### src/xbus_decoder_regs.vh
// Register map, address windows and timing counts of the memory decoder
`ifndef XBUS_DECODER_REGS_VH
`define XBUS_DECODER_REGS_VH

// ----------------------------------------------------------------------
// Register byte offsets on the AHB-Lite slave
// ----------------------------------------------------------------------
`define OFS_SYSCFG 8'h00
`define OFS_PERIPH_EN 8'h04
`define OFS_WINDOW_SEL 8'h08
`define OFS_STATUS 8'h0C

// ----------------------------------------------------------------------
// Field positions and reset values
// ----------------------------------------------------------------------
`define SYSCFG_GLOBAL_BIT 2
`define SYSCFG_RESET 16'h0000
`define PEN_NET1_BIT 4'h0
`define PEN_NET2_BIT 4'h1
`define PEN_SRAM_BIT 4'h2
`define PEN_LRAM_BIT 4'h3
`define PEN_RTC_BIT 4'h4
`define PEN_PWM_BIT 4'h6
`define PEN_ASC_BIT 4'h7
`define PEN_SSC_BIT 4'h8
`define PEN_I2C_BIT 4'h9
`define PEN_MISC_BIT 4'hA
`define PEN_RESET 16'h0000
// Window select: low 16K block in [9:0], high 16K block in [25:16]
`define WIN_LO_RESET 10'h024
`define WIN_HI_RESET 10'h03F

// ----------------------------------------------------------------------
// Address windows (24-bit CPU address)
// ----------------------------------------------------------------------
`define FLASH_LO_END 24'h007FFF
`define FLASH_B4_BASE 24'h018000
`define FLASH_END 24'h04FFFF
`define TFLASH_END 24'h001FFF
`define BOOT_SEG1_BASE 24'h010000
`define BOOT_SEG1_END 24'h017FFF
`define SRAM_BASE 24'h00E000
`define SRAM_END 24'h00E7FF
`define PAGE_SSC 16'h00E8
`define PAGE_ASC 16'h00E9
`define PAGE_I2C 16'h00EA
`define PAGE_MISC 16'h00EB
`define PAGE_PWM 16'h00EC
`define PAGE_RTC 16'h00ED
`define PAGE_NET2 16'h00EE
`define PAGE_NET1 16'h00EF

// ----------------------------------------------------------------------
// Target codes
// ----------------------------------------------------------------------
`define TGT_EXT 4'h0
`define TGT_FLASH 4'h1
`define TGT_TFLASH 4'h2
`define TGT_SRAM 4'h3
`define TGT_LRAM 4'h4
`define TGT_NET1 4'h5
`define TGT_NET2 4'h6
`define TGT_RTC 4'h7
`define TGT_PWM 4'h8
`define TGT_ASC 4'h9
`define TGT_SSC 4'hA
`define TGT_I2C 4'hB
`define TGT_MISC 4'hC

// ----------------------------------------------------------------------
// Timing and segment masks
// ----------------------------------------------------------------------
`define PERIPH_WAIT_STATES 4'h2
`define RAM_WAIT_STATES 4'h0
`define SEG_MASK_FULL 8'hFF
`define SEG_MASK_NET 8'h0F

`endif

### src/wait_state_timer.v
// Wait-state counter that paces one target access
module wait_state_timer #(
    parameter WIDTH = 4
) (
    input wire hclk,
    input wire hresetn,
    input wire start,
    input wire [WIDTH-1:0] waits,
    output wire expired
);

    reg [WIDTH-1:0] count_reg;
    reg running_reg;

    // Counts the programmed waits down; expires on the last one
    always @(posedge hclk or negedge hresetn) begin
        if (!hresetn) begin
            count_reg <= {WIDTH{1'b0}};
            running_reg <= 1'b0;
        end else if (start) begin
            count_reg <= waits;
            running_reg <= 1'b1;
        end else if (running_reg) begin
            if (count_reg == {WIDTH{1'b0}}) begin
                running_reg <= 1'b0;
            end else begin
                count_reg <= count_reg - {{(WIDTH-1){1'b0}}, 1'b1};
            end
        end
    end

    // Combinational so a zero-wait target finishes a cycle earlier
    assign expired = running_reg && (count_reg == {WIDTH{1'b0}});

endmodule

### src/onchip_memory_xbus_decoder.v
// Address decoder, peripheral enables and clock gating for the memory space
`include "xbus_decoder_regs.vh"

module onchip_memory_xbus_decoder (
    input wire hclk,
    input wire hresetn,
    // AHB-Lite register slave
    input wire hsel,
    input wire [31:0] haddr,
    input wire [1:0] htrans,
    input wire hwrite,
    input wire [2:0] hsize,
    input wire [31:0] hwdata,
    input wire hready,
    output wire hreadyout,
    output wire hresp,
    output reg [31:0] hrdata,
    // Strap and CPU core
    input wire bootstrap_pin,
    input wire end_of_init_instruction,
    input wire cpu_req,
    input wire [23:0] cpu_addr,
    input wire cpu_write,
    input wire cpu_byte,
    input wire cpu_stack,
    input wire cpu_bit_op,
    input wire [15:0] cpu_wdata,
    output reg [15:0] cpu_rdata,
    output wire cpu_busy,
    output reg cpu_done,
    output reg cpu_err,
    // Target side
    output reg [3:0] tgt_sel,
    output reg [2:0] flash_block,
    output reg [23:0] tgt_addr,
    output reg [15:0] tgt_wdata,
    output reg tgt_write,
    output reg tgt_byte,
    output reg tgt_strobe,
    input wire [15:0] tgt_rdata,
    input wire ext_ready,
    output reg [7:0] seg_lines_mask,
    input wire periph_reset_req,
    output reg [6:0] periph_clk_en,
    output reg [6:0] periph_reset
);

    // ------------------------------------------------------------------
    // Register file
    // ------------------------------------------------------------------
    reg [15:0] system_configuration_reg;
    reg [15:0] periph_enable_register_reg;
    reg [9:0] win_lo_reg;
    reg [9:0] win_hi_reg;
    reg init_done_reg;
    reg boot_sync1_reg;
    reg boot_sync2_reg;
    reg boot_mode_reg;
    reg [1:0] boot_wait_reg;
    reg wr_pend_reg;
    reg [7:0] wr_addr_reg;

    wire global_periph_bus_enable;
    wire ahb_take;
    wire [31:0] status_word;

    assign global_periph_bus_enable =
        system_configuration_reg[`SYSCFG_GLOBAL_BIT];
    assign ahb_take = hsel && htrans[1] && hready;
    // Zero-wait slave, never an error
    assign hreadyout = 1'b1;
    assign hresp = 1'b0;

    // Strap passes two flops; frozen at the third edge, once the pin is in
    always @(posedge hclk or negedge hresetn) begin
        if (!hresetn) begin
            boot_sync1_reg <= 1'b0;
            boot_sync2_reg <= 1'b0;
            boot_mode_reg <= 1'b0;
            boot_wait_reg <= 2'h0;
        end else begin
            boot_sync1_reg <= bootstrap_pin;
            boot_sync2_reg <= boot_sync1_reg;
            if (boot_wait_reg != 2'h3) begin
                boot_wait_reg <= boot_wait_reg + 2'h1;
                boot_mode_reg <= boot_sync2_reg;
            end
        end
    end

    // Status: init flag, boot mode, busy, segment mode and clock enables
    assign status_word = {16'h0000, periph_clk_en, 5'h00,
                          (seg_lines_mask == `SEG_MASK_NET),
                          cpu_busy, boot_mode_reg, init_done_reg};

    // Address phase: latch writes, load read data for the data phase
    always @(posedge hclk or negedge hresetn) begin
        if (!hresetn) begin
            wr_pend_reg <= 1'b0;
            wr_addr_reg <= 8'h00;
            hrdata <= 32'h00000000;
        end else begin
            wr_pend_reg <= ahb_take && hwrite;
            if (ahb_take) begin
                wr_addr_reg <= haddr[7:0];
            end
            if (ahb_take && !hwrite) begin
                case (haddr[7:0])
                    `OFS_SYSCFG:
                        hrdata <= {16'h0000, system_configuration_reg};
                    `OFS_PERIPH_EN:
                        hrdata <= {16'h0000, periph_enable_register_reg};
                    `OFS_WINDOW_SEL:
                        hrdata <= {6'h00, win_hi_reg, 6'h00, win_lo_reg};
                    `OFS_STATUS:
                        hrdata <= status_word;
                    default:
                        hrdata <= 32'h00000000;
                endcase
            end
        end
    end

    // Data phase writes; unmapped offsets are dropped
    always @(posedge hclk or negedge hresetn) begin
        if (!hresetn) begin
            system_configuration_reg <= `SYSCFG_RESET;
            periph_enable_register_reg <= `PEN_RESET;
            win_lo_reg <= `WIN_LO_RESET;
            win_hi_reg <= `WIN_HI_RESET;
        end else if (wr_pend_reg) begin
            case (wr_addr_reg)
                `OFS_SYSCFG:
                    system_configuration_reg <= hwdata[15:0];
                `OFS_PERIPH_EN:
                    periph_enable_register_reg <= hwdata[15:0];
                `OFS_WINDOW_SEL: begin
                    win_lo_reg <= hwdata[9:0];
                    win_hi_reg <= hwdata[25:16];
                end
                default: begin
                end
            endcase
        end
    end

    // ------------------------------------------------------------------
    // Address decode
    // ------------------------------------------------------------------
    // Peripheral enable: global bit and own bit together
    function claims;
        input [15:0] pen;
        input glob;
        input [3:0] bitpos;
        begin
            claims = glob && pen[bitpos];
        end
    endfunction

    // One-to-one index of an 8K block inside a 32K range
    function [2:0] low_block;
        input [23:0] a;
        begin
            low_block = {1'b0, a[14:13]};
        end
    endfunction

    reg [3:0] dec_sel;
    reg [2:0] dec_block;
    reg [15:0] pen;
    reg glob;

    always @* begin
        pen = periph_enable_register_reg;
        glob = global_periph_bus_enable;
        dec_sel = `TGT_EXT;
        dec_block = 3'h0;
        if (boot_mode_reg && cpu_addr <= `TFLASH_END) begin
            dec_sel = `TGT_TFLASH;
        end else if (cpu_addr <= `FLASH_LO_END) begin
            dec_sel = `TGT_FLASH;
            dec_block = low_block(cpu_addr);
        end else if (boot_mode_reg && cpu_addr >= `BOOT_SEG1_BASE &&
                     cpu_addr <= `BOOT_SEG1_END) begin
            // Boot also maps the first four blocks into segment 1
            dec_sel = `TGT_FLASH;
            dec_block = low_block(cpu_addr);
        end else if (cpu_addr >= `FLASH_B4_BASE &&
                     cpu_addr <= `FLASH_END) begin
            dec_sel = `TGT_FLASH;
            dec_block = (cpu_addr[23:16] == 8'h01) ? 3'h4 :
                        (3'h3 + cpu_addr[18:16]);
        end else if (cpu_addr >= `SRAM_BASE && cpu_addr <= `SRAM_END) begin
            if (claims(pen, glob, `PEN_SRAM_BIT)) begin
                dec_sel = `TGT_SRAM;
            end else begin
                dec_sel = `TGT_EXT;
            end
        end else if (cpu_addr[23:14] >= win_lo_reg &&
                     cpu_addr[23:14] <= win_hi_reg) begin
            // Every 16K block in the window aliases the same RAM
            if (claims(pen, glob, `PEN_LRAM_BIT)) begin
                dec_sel = `TGT_LRAM;
            end
        end else begin
            case (cpu_addr[23:8])
                `PAGE_NET1:
                    if (claims(pen, glob, `PEN_NET1_BIT)) begin
                        dec_sel = `TGT_NET1;
                    end
                `PAGE_NET2:
                    if (claims(pen, glob, `PEN_NET2_BIT)) begin
                        dec_sel = `TGT_NET2;
                    end
                `PAGE_RTC:
                    if (claims(pen, glob, `PEN_RTC_BIT)) begin
                        dec_sel = `TGT_RTC;
                    end
                `PAGE_PWM:
                    if (claims(pen, glob, `PEN_PWM_BIT)) begin
                        dec_sel = `TGT_PWM;
                    end
                `PAGE_ASC:
                    if (claims(pen, glob, `PEN_ASC_BIT)) begin
                        dec_sel = `TGT_ASC;
                    end
                `PAGE_SSC:
                    if (claims(pen, glob, `PEN_SSC_BIT)) begin
                        dec_sel = `TGT_SSC;
                    end
                `PAGE_I2C:
                    if (claims(pen, glob, `PEN_I2C_BIT)) begin
                        dec_sel = `TGT_I2C;
                    end
                `PAGE_MISC:
                    if (claims(pen, glob, `PEN_MISC_BIT)) begin
                        dec_sel = `TGT_MISC;
                    end
                default: begin
                end
            endcase
        end
    end

    // Peripheral page targets form one contiguous code range
    function is_periph;
        input [3:0] sel;
        begin
            is_periph = (sel >= `TGT_NET1) && (sel <= `TGT_MISC);
        end
    endfunction

    function is_extension_ram;
        input [3:0] sel;
        begin
            is_extension_ram = (sel == `TGT_SRAM) || (sel == `TGT_LRAM);
        end
    endfunction

    // ------------------------------------------------------------------
    // Access sequencer
    // ------------------------------------------------------------------
    localparam ST_IDLE = 2'd0;
    localparam ST_WAIT = 2'd1;
    localparam ST_EXT = 2'd2;

    reg [1:0] state_reg;
    reg [1:0] state_next;
    reg timer_start;
    reg [3:0] timer_waits;
    wire timer_expired;
    wire bad_extension_ram_use;
    wire net_claimed;

    assign cpu_busy = (state_reg != ST_IDLE);
    // Extension RAM looks external: no stack or bit access
    assign bad_extension_ram_use = is_extension_ram(dec_sel) && (cpu_stack || cpu_bit_op);
    // Live claim, so a take right after a write masks with the new value
    assign net_claimed = claims(pen, glob, `PEN_NET1_BIT) ||
        claims(pen, glob, `PEN_NET2_BIT);

    wait_state_timer #(
        .WIDTH(4)
    ) u_wait (
        .hclk(hclk),
        .hresetn(hresetn),
        .start(timer_start),
        .waits(timer_waits),
        .expired(timer_expired)
    );

    // Next state and the wait count to load
    always @* begin
        state_next = state_reg;
        timer_start = 1'b0;
        timer_waits = 4'h0;
        case (state_reg)
            ST_IDLE:
                if (cpu_req && !bad_extension_ram_use) begin
                    if (dec_sel == `TGT_EXT) begin
                        state_next = ST_EXT;
                    end else begin
                        state_next = ST_WAIT;
                        timer_start = 1'b1;
                        timer_waits = is_periph(dec_sel) ?
                            `PERIPH_WAIT_STATES :
                            `RAM_WAIT_STATES;
                    end
                end
            ST_WAIT:
                if (timer_expired) begin
                    state_next = ST_IDLE;
                end
            ST_EXT:
                if (ext_ready) begin
                    state_next = ST_IDLE;
                end
            default:
                state_next = ST_IDLE;
        endcase
    end

    // Launches the target access and reports completion to the core
    always @(posedge hclk or negedge hresetn) begin
        if (!hresetn) begin
            state_reg <= ST_IDLE;
            tgt_sel <= `TGT_EXT;
            flash_block <= 3'h0;
            tgt_addr <= 24'h000000;
            tgt_wdata <= 16'h0000;
            tgt_write <= 1'b0;
            tgt_byte <= 1'b0;
            tgt_strobe <= 1'b0;
            cpu_rdata <= 16'h0000;
            cpu_done <= 1'b0;
            cpu_err <= 1'b0;
        end else begin
            state_reg <= state_next;
            tgt_strobe <= 1'b0;
            cpu_done <= 1'b0;
            cpu_err <= 1'b0;
            if (state_reg == ST_IDLE && cpu_req) begin
                if (bad_extension_ram_use) begin
                    cpu_err <= 1'b1;
                    cpu_done <= 1'b1;
                end else begin
                    tgt_sel <= dec_sel;
                    flash_block <= dec_block;
                    tgt_wdata <= cpu_wdata;
                    tgt_write <= cpu_write;
                    tgt_strobe <= 1'b1;
                    if (is_periph(dec_sel)) begin
                        // Pages are word wide: byte becomes a word cycle
                        tgt_addr <= {cpu_addr[23:1], 1'b0};
                        tgt_byte <= 1'b0;
                    end else begin
                        tgt_addr <= cpu_addr;
                        tgt_byte <= cpu_byte;
                    end
                    if (dec_sel == `TGT_EXT) begin
                        tgt_addr <= {cpu_addr[23:16] & (net_claimed ?
                                     `SEG_MASK_NET : `SEG_MASK_FULL),
                                     cpu_addr[15:0]};
                    end
                end
            end
            if ((state_reg == ST_WAIT && timer_expired) ||
                (state_reg == ST_EXT && ext_ready)) begin
                cpu_done <= 1'b1;
                cpu_rdata <= tgt_rdata;
            end
        end
    end

    // ------------------------------------------------------------------
    // Segment lines, clock gating and peripheral reset
    // ------------------------------------------------------------------
    reg [6:0] pen_vec;

    // Gatable peripherals in clock-enable order; RAMs and misc excluded
    always @* begin
        pen_vec = {periph_enable_register_reg[`PEN_I2C_BIT],
                   periph_enable_register_reg[`PEN_SSC_BIT],
                   periph_enable_register_reg[`PEN_ASC_BIT],
                   periph_enable_register_reg[`PEN_PWM_BIT],
                   periph_enable_register_reg[`PEN_RTC_BIT],
                   periph_enable_register_reg[`PEN_NET2_BIT],
                   periph_enable_register_reg[`PEN_NET1_BIT]};
    end

    // End of init is sticky; clocks run free until it arrives
    always @(posedge hclk or negedge hresetn) begin
        if (!hresetn) begin
            init_done_reg <= 1'b0;
            periph_clk_en <= 7'h7F;
            periph_reset <= 7'h00;
            seg_lines_mask <= `SEG_MASK_FULL;
        end else begin
            if (end_of_init_instruction) begin
                init_done_reg <= 1'b1;
            end
            if (init_done_reg || end_of_init_instruction) begin
                periph_clk_en <= pen_vec;
            end else begin
                periph_clk_en <= 7'h7F;
            end
            // A gated peripheral would miss the reset anyway; hold it off
            periph_reset <= {7{periph_reset_req}} &
                ((init_done_reg || end_of_init_instruction) ?
                pen_vec : 7'h7F);
            if (net_claimed) begin
                seg_lines_mask <= `SEG_MASK_NET;
            end else begin
                seg_lines_mask <= `SEG_MASK_FULL;
            end
        end
    end

endmodule

### config.mk
export PLATFORM = sky130hd
export DESIGN_NAME = onchip_memory_xbus_decoder
export DESIGN_NICKNAME = d
export VERILOG_FILES = /design/src/wait_state_timer.v /design/src/onchip_memory_xbus_decoder.v
export VERILOG_INCLUDE_DIRS = /design/src /design/src/src
export SDC_FILE = /design/constraint.sdc
export NUM_CORES = 1
export LEC_CHECK = 0
export BUFFER_PORTS_ARGS = -buffer_cell sky130_fd_sc_hd__buf_2
export CORE_ASPECT_RATIO = 1.25
export CORE_UTILIZATION = 52
export DETAILED_ROUTE_END_ITERATION = 8
export HOLD_SLACK_MARGIN = 0.02
export PLACE_DENSITY = 0.81
export SLEW_MARGIN = 0
export SYNTH_ARGS = -nofsm -noshare
export SYNTH_HDL_FRONTEND = slang
export SYNTH_SLANG_ARGS = --single-unit
### constraint.sdc
create_clock -name hclk -period 4.03 [get_ports hclk]
set_input_delay 0.2015 -clock hclk [delete_from_list [all_inputs] [get_ports hclk]]
set_output_delay 0.2015 -clock hclk [all_outputs]
set_load 0.01 [all_outputs]
Yosys cells after proc, flatten, opt, wreduce, memory -nomap -nowiden. Index checks and enable logic that the tools add are counted. W data, S select, Z words.

Reduce and logical (&&, ||, !) cells: 47. Muxes and demuxes: 51. Add/sub/neg operators: 3. Magnitude comparators: 12. Equality and inequality tests: 24. Bitwise operators: 3.

Operators with widths (count): $eq A16 B8 Y1 const B (8); $pmux W26 S4 (1); $mux W4 (14); $ge A24 B17 Y1 const B (2); $eq A8 B4 Y1 const B (4); $pmux W4 S8 (1); $logic_and A1 B1 Y1 (27); $mux W3 (9); $ge A24 B16 Y1 const B (1); $le A24 B13 Y1 const B (1); $le A24 B15 Y1 const B (1); $le A24 B16 Y1 const B (1); $le A24 B17 Y1 const B (1); $le A24 B19 Y1 const B (1); $mux W24 (1); $mux W2 (9); $eq A8 B3 Y1 const B (2); $logic_not A8 Y1 (2); $mux W1 (13); $ge A10 B10 Y1 (1); $le A10 B10 Y1 (1); $ne A2 B2 Y1 const B (5); $reduce_and A2 Y1 (5); $and A8 B8 Y8 (1); 21 further kinds (28).

Output and inout bits: 125. Flip-flop bits (word level): 196. Logic and storage cells: 168.

Longest topological paths before layout. Gate-level depths: netlist of run 1.

Word-level depth: 18. Gate-level depth with buffers: 14.

Cells and area by module. Synthesis of run 1 repeated with hierarchy kept, for this count alone.

Cell total of the unflattened synthesis: 713. Area, all modules: 8719.6 um^2.

Modules (own cells, without submodules): onchip_memory_xbus_decoder (area an instance 8421.8 um^2, cells an instance 681, times used 1); wait_state_timer (area an instance 297.8 um^2, cells an instance 32, times used 1).

Worst setup path after synthesis of run 1. No wires, ideal clock.

Kind: register to register. Start: reg win_lo_reg[5]. End: reg flash_block[0]. Data required time: 3905 ps. Arrival: 3022 ps. Period minus slack after synthesis: 3147 ps. Buffers on the path: 2. Setup slack: 883 ps. Setup time: 125 ps. Stages on the path, launching flop included: 13. Path through: dfstp_2 -> inv_1 -> ha_1 -> a41oi_1 -> o21ai_0 -> a221oi_1 -> o211ai_2 -> a211oi_2 -> mux2_4 -> o21a_1 -> buf_6 -> buf_8 -> mux2_4.

Longest elaborated chain between the ends: 13.

RTL lines: start, declared (line onchip_memory_xbus_decoder.v:53) `reg [9:0] win_lo_reg;`; start signal, assigned (line onchip_memory_xbus_decoder.v:129) `` win_lo_reg <= `WIN_LO_RESET; ``; start signal, assigned (line onchip_memory_xbus_decoder.v:138) `win_lo_reg <= hwdata[9:0];`; $ge A10 B10 Y1 (*) (line onchip_memory_xbus_decoder.v:199) `end else if (cpu_addr[23:14] >= win_lo_reg &&`; $logic_and A1 B1 Y1 (*) (line onchip_memory_xbus_decoder.v:199); $mux W4 (*) (line onchip_memory_xbus_decoder.v:199); $mux W4 (*) (line onchip_memory_xbus_decoder.v:193) `` end else if (cpu_addr >= `SRAM_BASE && cpu_addr <= `SRAM_END) begin ``; $mux W4 (*) (line onchip_memory_xbus_decoder.v:188) `` end else if (cpu_addr >= `FLASH_B4_BASE && ``; $mux W4 (*) (line onchip_memory_xbus_decoder.v:183) `` end else if (boot_mode_reg && cpu_addr >= `BOOT_SEG1_BASE && ``; $mux W4 (*) (line onchip_memory_xbus_decoder.v:180) `` end else if (cpu_addr <= `FLASH_LO_END) begin ``; $mux W4 (*) (line onchip_memory_xbus_decoder.v:178) `` if (boot_mode_reg && cpu_addr <= `TFLASH_END) begin ``; $eq A4 B2 Y1 (no line) / $eq A4 B3 Y1 (equally long branches); $logic_or A1 B1 Y1 (*) (line onchip_memory_xbus_decoder.v:256) `` is_extension_ram = (sel == `TGT_SRAM) || (sel == `TGT_LRAM); ``; $logic_and A1 B1 Y1 (*) (line onchip_memory_xbus_decoder.v:277) `assign bad_extension_ram_use = is_extension_ram(dec_sel) && (cpu_stack || cpu_bit_op);`; $not A1 Y1 (no line) (*); $reduce_and A2 Y1 (no line) (*); end signal, assigned (line onchip_memory_xbus_decoder.v:348) `flash_block <= dec_block;`; end, declared (line onchip_memory_xbus_decoder.v:34) `output reg [2:0] flash_block,`.

Mark *: on every way between the ends. The rest lies on a longest branch, timed or not. A chain may end at the register's enable or synchronous reset.

Worst setup path after layout of run 1.
Start: reg win_hi_reg[5]. End: reg tgt_wdata[7].

Longest elaborated chain between the ends: 13.

RTL lines: start, declared (line onchip_memory_xbus_decoder.v:54) `reg [9:0] win_hi_reg;`; start signal, assigned (line onchip_memory_xbus_decoder.v:130) `` win_hi_reg <= `WIN_HI_RESET; ``; start signal, assigned (line onchip_memory_xbus_decoder.v:139) `win_hi_reg <= hwdata[25:16];`; $le A10 B10 Y1 (*) (line onchip_memory_xbus_decoder.v:200) `cpu_addr[23:14] <= win_hi_reg) begin`; $logic_and A1 B1 Y1 (*) (line onchip_memory_xbus_decoder.v:199); $mux W4 (*) (line onchip_memory_xbus_decoder.v:199); $mux W4 (*) (line onchip_memory_xbus_decoder.v:193); $mux W4 (*) (line onchip_memory_xbus_decoder.v:188); $mux W4 (*) (line onchip_memory_xbus_decoder.v:183); $mux W4 (*) (line onchip_memory_xbus_decoder.v:180); $mux W4 (*) (line onchip_memory_xbus_decoder.v:178); $eq A4 B2 Y1 (no line) / $eq A4 B3 Y1 (equally long branches); $logic_or A1 B1 Y1 (*) (line onchip_memory_xbus_decoder.v:256); $logic_and A1 B1 Y1 (*) (line onchip_memory_xbus_decoder.v:277); $not A1 Y1 (no line) (*); $reduce_and A2 Y1 (no line) (*); end signal, assigned (line onchip_memory_xbus_decoder.v:349) `tgt_wdata <= cpu_wdata;`; end, declared (line onchip_memory_xbus_decoder.v:36) `output reg [15:0] tgt_wdata,`.

Marks and branches as above.

==> results of run 1 <==
[cells in the mapped netlist, types with 6 or more instances]
| cell | count | share of area, % |
|---|---|---|
| nand2b_1 | 8 | 0.57 |
| a22oi_1 | 6 | 0.51 |
| dfrtp_1 | 167 | 48 |
| buf_4 | 16 | 1.4 |
| o21ai_0 | 28 | 1.6 |
| mux2_4 | 40 | 6.9 |
| nand2_1 | 41 | 1.8 |
| ha_1 | 26 | 3.7 |
| inv_1 | 37 | 1.6 |
| a21oi_1 | 27 | 1.5 |
| a221oi_1 | 6 | 0.60 |
| nor4_1 | 6 | 0.43 |
| nand3_1 | 10 | 0.57 |
| dfstp_2 | 16 | 4.8 |
| clkbuf_1 | 16 | 0.69 |
| nor2_1 | 29 | 1.2 |
| a22o_1 | 11 | 1.1 |
| and2_1 | 9 | 0.64 |
| mux2i_1 | 18 | 2.1 |
| nor3_1 | 10 | 0.57 |
| or2_2 | 9 | 0.64 |
| mux2_2 | 89 | 11 |
[routing by layer]
layer | part of all wire, % | routed length, um | global-route usage, % | vias up
li1 | - | - | - | 3020
met1 | 42 | 8820 | 31.4 | 3161
met2 | 53 | 11100 | 44.6 | 181
met3 | 3.6 | 749 | 3.92 | 28
met4 | 1.9 | 400 | 9.49 | 0
met5 | 0 | 0 | 0 | -
[cell families after synthesis]
kind of cell	after synthesis	synth area share, %
and+or+nand+nor	155	9.68
other	2	0.0858
AOI/OAI and AO/OA	107	8.28
xor gates and xnor gates	5	0.500
muxes	147	20.4
DFF	183	52.5
adders and majority gates	26	3.72
buffers and inverters	78	4.83
[power breakdown]
group	total, W	switching [W]	internal, W
registers	0.00230	0.000171	0.00213
logic	0.00113	0.000538	0.000597
clock network	0.00167	0.000738	0.000929
total	0.00510	0.00145	0.00365
[layout by cell type, fill, tap and decap left out, types with 11 or more instances in the layout]
| master | n |
|---|---|
| buf_2 | 216 |
| dfrtp_1 | 167 |
| mux2_2 | 89 |
| dlygate4sd3_1 | 51 |
| nand2_1 | 41 |
| mux2_4 | 40 |
| inv_1 | 37 |
| nor2_1 | 29 |
| o21ai_0 | 28 |
| a21oi_1 | 27 |
| ha_1 | 26 |
| mux2i_1 | 18 |
| clkbuf_16 | 17 |
| dfstp_2 | 16 |
| conb_1 | 12 |
| a22o_1 | 11 |
[worst max-delay path: stages (launching register included)]
cell      delay (ps)
dfstp_2          550
inv_1             40
ha_1             280
nand2_1           90
or3_1            380
o211ai_1         130
o21ba_2          220
o211ai_2         100
a211oi_2         370
mux2_4           370
o21a_4           310
buf_4            230
mux2_4           310
[per-stage QoR]
step,instance area (um^2),hold WS (ps)
floorplan,8790,-94.1
global placement,9990,311
detailed placement,9990,311
CTS,11100,20.4
global route,11100,20.4
finish,11100,36.6
[how the worst max path moves through the flow]
stage / startpoint / end / slack, ps / cells after the start
final: win_hi_reg[5] / tgt_wdata[7] / 550 / 12
after CTS: win_lo_reg[5] / tgt_wdata[7] / 540 / 11
after global routing: win_lo_reg[5] / tgt_wdata[4] / 320 / 11
after global placement: cpu_addr[16] / tgt_wdata[3] / 570 / 12
after floorplan: win_lo_reg[5] / flash_block[0] / 880 / 12
after detailed placement: cpu_addr[16] / tgt_wdata[7] / 520 / 12
[cell type report]
class	count	share of cell area, %
antenna	2	0.0451
clock buffer	17	3.83
clock inverter	15	1.53
inverter	37	1.25
multi-input combinational	452	34.1
sequential	183	41.4
tap	216	2.43
timing repair buffer	279	15.4
==> summary.txt, run 1 <==
Global route
  • Total grt overflow: 0
  • First-pass GRT wire length: about 34000 um
  • Largest net degree at the start of global routing: 100
  • Tot GR Track Use: 25.3%
  • Initial antenna violation count: 2
  • Number of global-route vias before repair: approximately 6600

STA
  • Slew headroom: a little over two fifths
  • Setup repair after global routing missed its margin: false
  • Worst-Margin Slew: between 800 and 900 ps
  • Final Max Slew Viols: 0
  • Final setup viols: 0
  • Achievable Freq: 287 MHz
  • Skew final: between 10 and 15 ps
  • Final WS setup: roughly 550 ps
  • Fin. Hold Viols: 0
  • Minimum clock period: 3480 ps
  • Setup TNS: 0 ps
  • Period utilisation layout: a little under nine tenths

Power
  • Pleak: approximately 5.4 nW
  • Final Total Pwr: just over 0.005 W
  • Power Density: between 400 and 500 nW/um^2
  • Worst IR drop on VDD: roughly 0.34 mV

CTS
  • Hold-fix buffers, CTS: just over 50
  • Worst-Skew Late Latency: around 420 ps
  • Max H-tree Level: 4
  • Reg clk slew, reported paths: around 70 ps
  • Clk sink count: approximately 180
  • Post-CTS sizing: 0
  • CTS tree: done
  • Total CTS buffers: 17
  • Bufs on Longest Clock Path: 2
  • Post-CTS Setup Inserts: 0
  • Root Driver: clkbuf_16

Layout
  • Nets: 1135
  • Sequential standard cell area: between 4000 and 5000 um^2
  • Area delta synth->final: 26.8%
  • Post-layout util: about 70%
  • Biggest register: hrdata
  • Area of the multi-input gates: about 3800 um^2
  • Share of cells above drive strength 1: 43.3%
  • Top flop regs: hrdata (26), tgt_addr (24)
  • Fillcell total: 1200
  • Max FFs per register: 26
  • Final non-filler cell total: ~1200

Yosys
  • Synthesis Warnings: 0
  • Synth cell types: 67
  • Ys async rst share: 100%
  • EDFF count, synth: 0
  • Post-Synthesis Cells: 703
  • Sequential-to-total area share from yosys stat: between 50% and 60%
  • Mean Syn Cell Area: 12.5 um^2
  • Main synth FF type: dfrtp_1
  • Yosys reg bits: between 150 and 200
  • Mapped Area: 8750 um^2

Min path
  • Hold WC Path Type: in -> reg
  • Cells on Worst Hold Path: 3
  • Hold Path Sink: wr_pend_reg
  • Hold_sp: hwrite

Worst setup path
  • Critical path fanouts, max: 19
  • CP endpoint kind: flip-flop
  • Reg2Reg Depth: 12
  • Arrival time of the worst setup path: roughly 3800 ps
  • Worst path required time: around 4300 ps
  • Reg2reg setup slack: around 550 ps
  • Crit Reg-Reg Endpoint: tgt_wdata[7]
  • R2r startpoint: win_hi_reg[5]
  • CP Launch Type: flip-flop
  • Worst setup path class: reg -> reg

Die
  • Core Region: about 16000 um^2
  • Initial Util: 53.6%
  • Row count: 52
  • Die X: between 100 and 150 um
  • I/O pin count: 264
  • Die height: 147 um
  • Die area: 17400 um^2

Routing
  • Drt via density: approximately 5.3
  • Routed WL: 21100 um
  • Vias post-DR: between 6000 and 7000
  • Initial DRC Count: 217
  • # DRC: 0
  • ANT nets after route: 0
  • WL per Instance: roughly 18 um
  • First-pass DRT Iterations: 4

Place
  • GPL Wtd Cong: approximately 0.84
  • HPWL Detailed: about 15000 um
  • Dpl cells: between 1000 and 1500
  • Post-placement setup slack: between 500 and 600 ps
  • PortBufs: between 200 and 250

Outcome
  • Outcome: completed

Run
  • Max-cap viol count: 0
(Power assumes the default switching activity.)
==> run 2, diff against run 1 <==
Settings changed: CELL_PAD_IN_SITES_DETAIL_PLACEMENT set to 1, CELL_PAD_IN_SITES_GLOBAL_PLACEMENT set to 1, CORE_UTILIZATION 52 to 41, PLACE_DENSITY 0.81 to unset, PLACE_DENSITY_LB_ADDON set to 0.1.
==> run 2 against run 1 <==
  * Global-route usage down 2.5 points
  * Count of clock-buffer cells in the layout is the same
  * Design area increased by 2.1%
  * Sequential power barely moved
  * Via count rose by 3.1%
  * Critical endpoint is now tgt_byte
  * Die area is 26% higher
  * Clock skew is essentially flat
  * Flip-flop and latch count unchanged
  * Worst setup slack worse by 45 ps
  * First-iteration DRC count up 40%
  * Highest routed layer unchanged
  * Maximum frequency down 1.3%
  * Final cell count rose by 5.9%
==> summary.txt, run 2 (synthesis results as in run 1) <==
Layout
  • Area delta synth->final: 29.5%
  • Area of the multi-input gates: approximately 3800 um^2
  • Most frequent cells in the layout: 216 x buf_2, 167 x dfrtp_1, 89 x mux2_2
  • Nets: around 1200
  • Most common cell after layout, fill and taps aside: buf_2
  • Sequential standard cell area: between 4000 and 5000 um^2
  • Top flop regs: hrdata (26), tgt_addr (24)
  • Fillcell total: ~2200
  • Post-layout util: between 50% and 60%
  • Max FFs per register: 26
  • Biggest register: hrdata
  • Number of diodes: 0
  • Share of cells above drive strength 1: approximately 42%
  • Final non-filler cell total: 1272

Power
  • Power Density: about 460 nW/um^2
  • Pleak: 5.48 nW
  • Worst IR drop on VDD: ~0.28 mV
  • Final Total Pwr: 0.00516 W

Global route
  • Number of global-route vias before repair: 7164
  • Largest net degree at the start of global routing: 116
  • Initial antenna violation count: 0
  • Tot GR Track Use: 22.8%
  • First-pass GRT wire length: around 39000 um
  • Total grt overflow: 0

Worst setup path
  • Worst setup path class: reg -> reg
  • Worst path required time: about 4400 ps
  • CP endpoint kind: flip-flop
  • Reg2Reg Depth: 11
  • CP Launch Type: flip-flop
  • Arrival time of the worst setup path: 3850 ps
  • Critical path fanouts, max: 24

CTS
  • Post-CTS sizing: 0
  • Root Driver: clkbuf_16
  • Total CTS buffers: 17
  • Max H-tree Level: 4
  • Bufs on Longest Clock Path: 2
  • Worst-Skew Late Latency: 440 ps
  • CTS tree: done
  • Reg clk slew, reported paths: roughly 80 ps
  • Clk sink count: roughly 180

STA
  • Final setup viols: 0
  • Slew headroom: 38.7%
  • Achievable Freq: ~280 MHz
  • Skew final: about 10 ps
  • Fin. Hold Viols: 0
  • Setup TNS: 0 ps
  • Period utilisation layout: between 80 and 90%
  • Final Max Slew Viols: 0
  • Worst-Margin Slew: ~920 ps
  • Minimum clock period: between 3000 and 4000 ps
  • Setup repair after global routing missed its margin: false

Routing
  • First-pass DRT Iterations: 4
  • Routed WL: between 20000 and 25000 um
  • Initial DRC Count: approximately 300
  • Drt via density: approximately 5.2
  • # DRC: 0
  • ANT nets after route: 0
  • WL per Instance: roughly 19 um
  • Vias post-DR: ~6600

Min path
  • Hold WC Path Type: in -> reg
  • Cells on Worst Hold Path: 3

Die
  • Initial Util: a little over two fifths
  • Core Region: about 21000 um^2
  • I/O pin count: roughly 260
  • Row count: 59
  • Die X: 133 um
  • Die area: 21900 um^2
  • Die height: about 170 um

Outcome
  • Outcome: completed

Run
  • Max-cap viol count: 0

Place
  • HPWL Detailed: approximately 17000 um
  • GPL Wtd Cong: about 0.8
  • Dpl cells: around 1200
  • PortBufs: roughly 220
-- run 2: worst paths after layout --
kind,to,slack (ps),from
hold / removal,state_reg[1],40,ext_ready
hold reg to reg,boot_sync2_reg,380,boot_sync1_reg
setup / recovery,tgt_byte,500,win_lo_reg[5]
setup reg to reg,tgt_byte,500,win_lo_reg[5]
max in group asynchronous,periph_clk_en[1],2440,hresetn
min in group asynchronous,tgt_addr[15],470,hresetn
-- run 2: per-layer routing --
metal,global-route usage (%),up-vias,share of wire (%)
met5,0,-,0
li1,-,3031,-
met1,27.2,3340,41
met4,7.58,0,2.0
met3,4.21,35,3.8
met2,41.5,180,53
-- run 2: through the flow --
stage	cell area (um^2)	hold slack (ps)	setup WS (ps)
final	11300	44.2	503
after global routing	11300	31.7	225
after CTS	11300	23.6	512
after detailed placement	10000	325	482
after global placement	10000	326	505
after floorplan	8790	-94.1	883
-- run 2: timing repair --
action | in CTS | in global routing
hold buffers | 68 | 0
buffers inserted | 0 | 0
endpoints found under the hold margin | 176 | 0
-- run 2: power breakdown --
group	leakage, nW	internal [W]	switching (W)
Sequential	2.24	0.00213	0.000179
Combinational	2.95	0.000606	0.000556
Clock	0.291	0.000843	0.000850
Total	5.48	0.00358	0.00158
-- run 2: critical path, cell delays in order, from the launching register on --
cell and delay, ps:
dfstp_2 560, inv_1 60, ha_1 320, a41oi_1 210, o21ai_0 140, a221oi_1 420
o211ai_2 120, a211oi_2 380, mux2_4 240, o21a_4 330, buf_12 240, mux2_2 370
-- run 2: final cells by class --
type                    instances  share of cell area, %
inverters                      37                   1.23
flip-flops and latches        183                   40.6
well taps                     274                   3.02
repair buffers                294                   16.5
multi-input cells             452                   33.4
clock buffers                  17                   3.75
clock inverters                15                   1.57
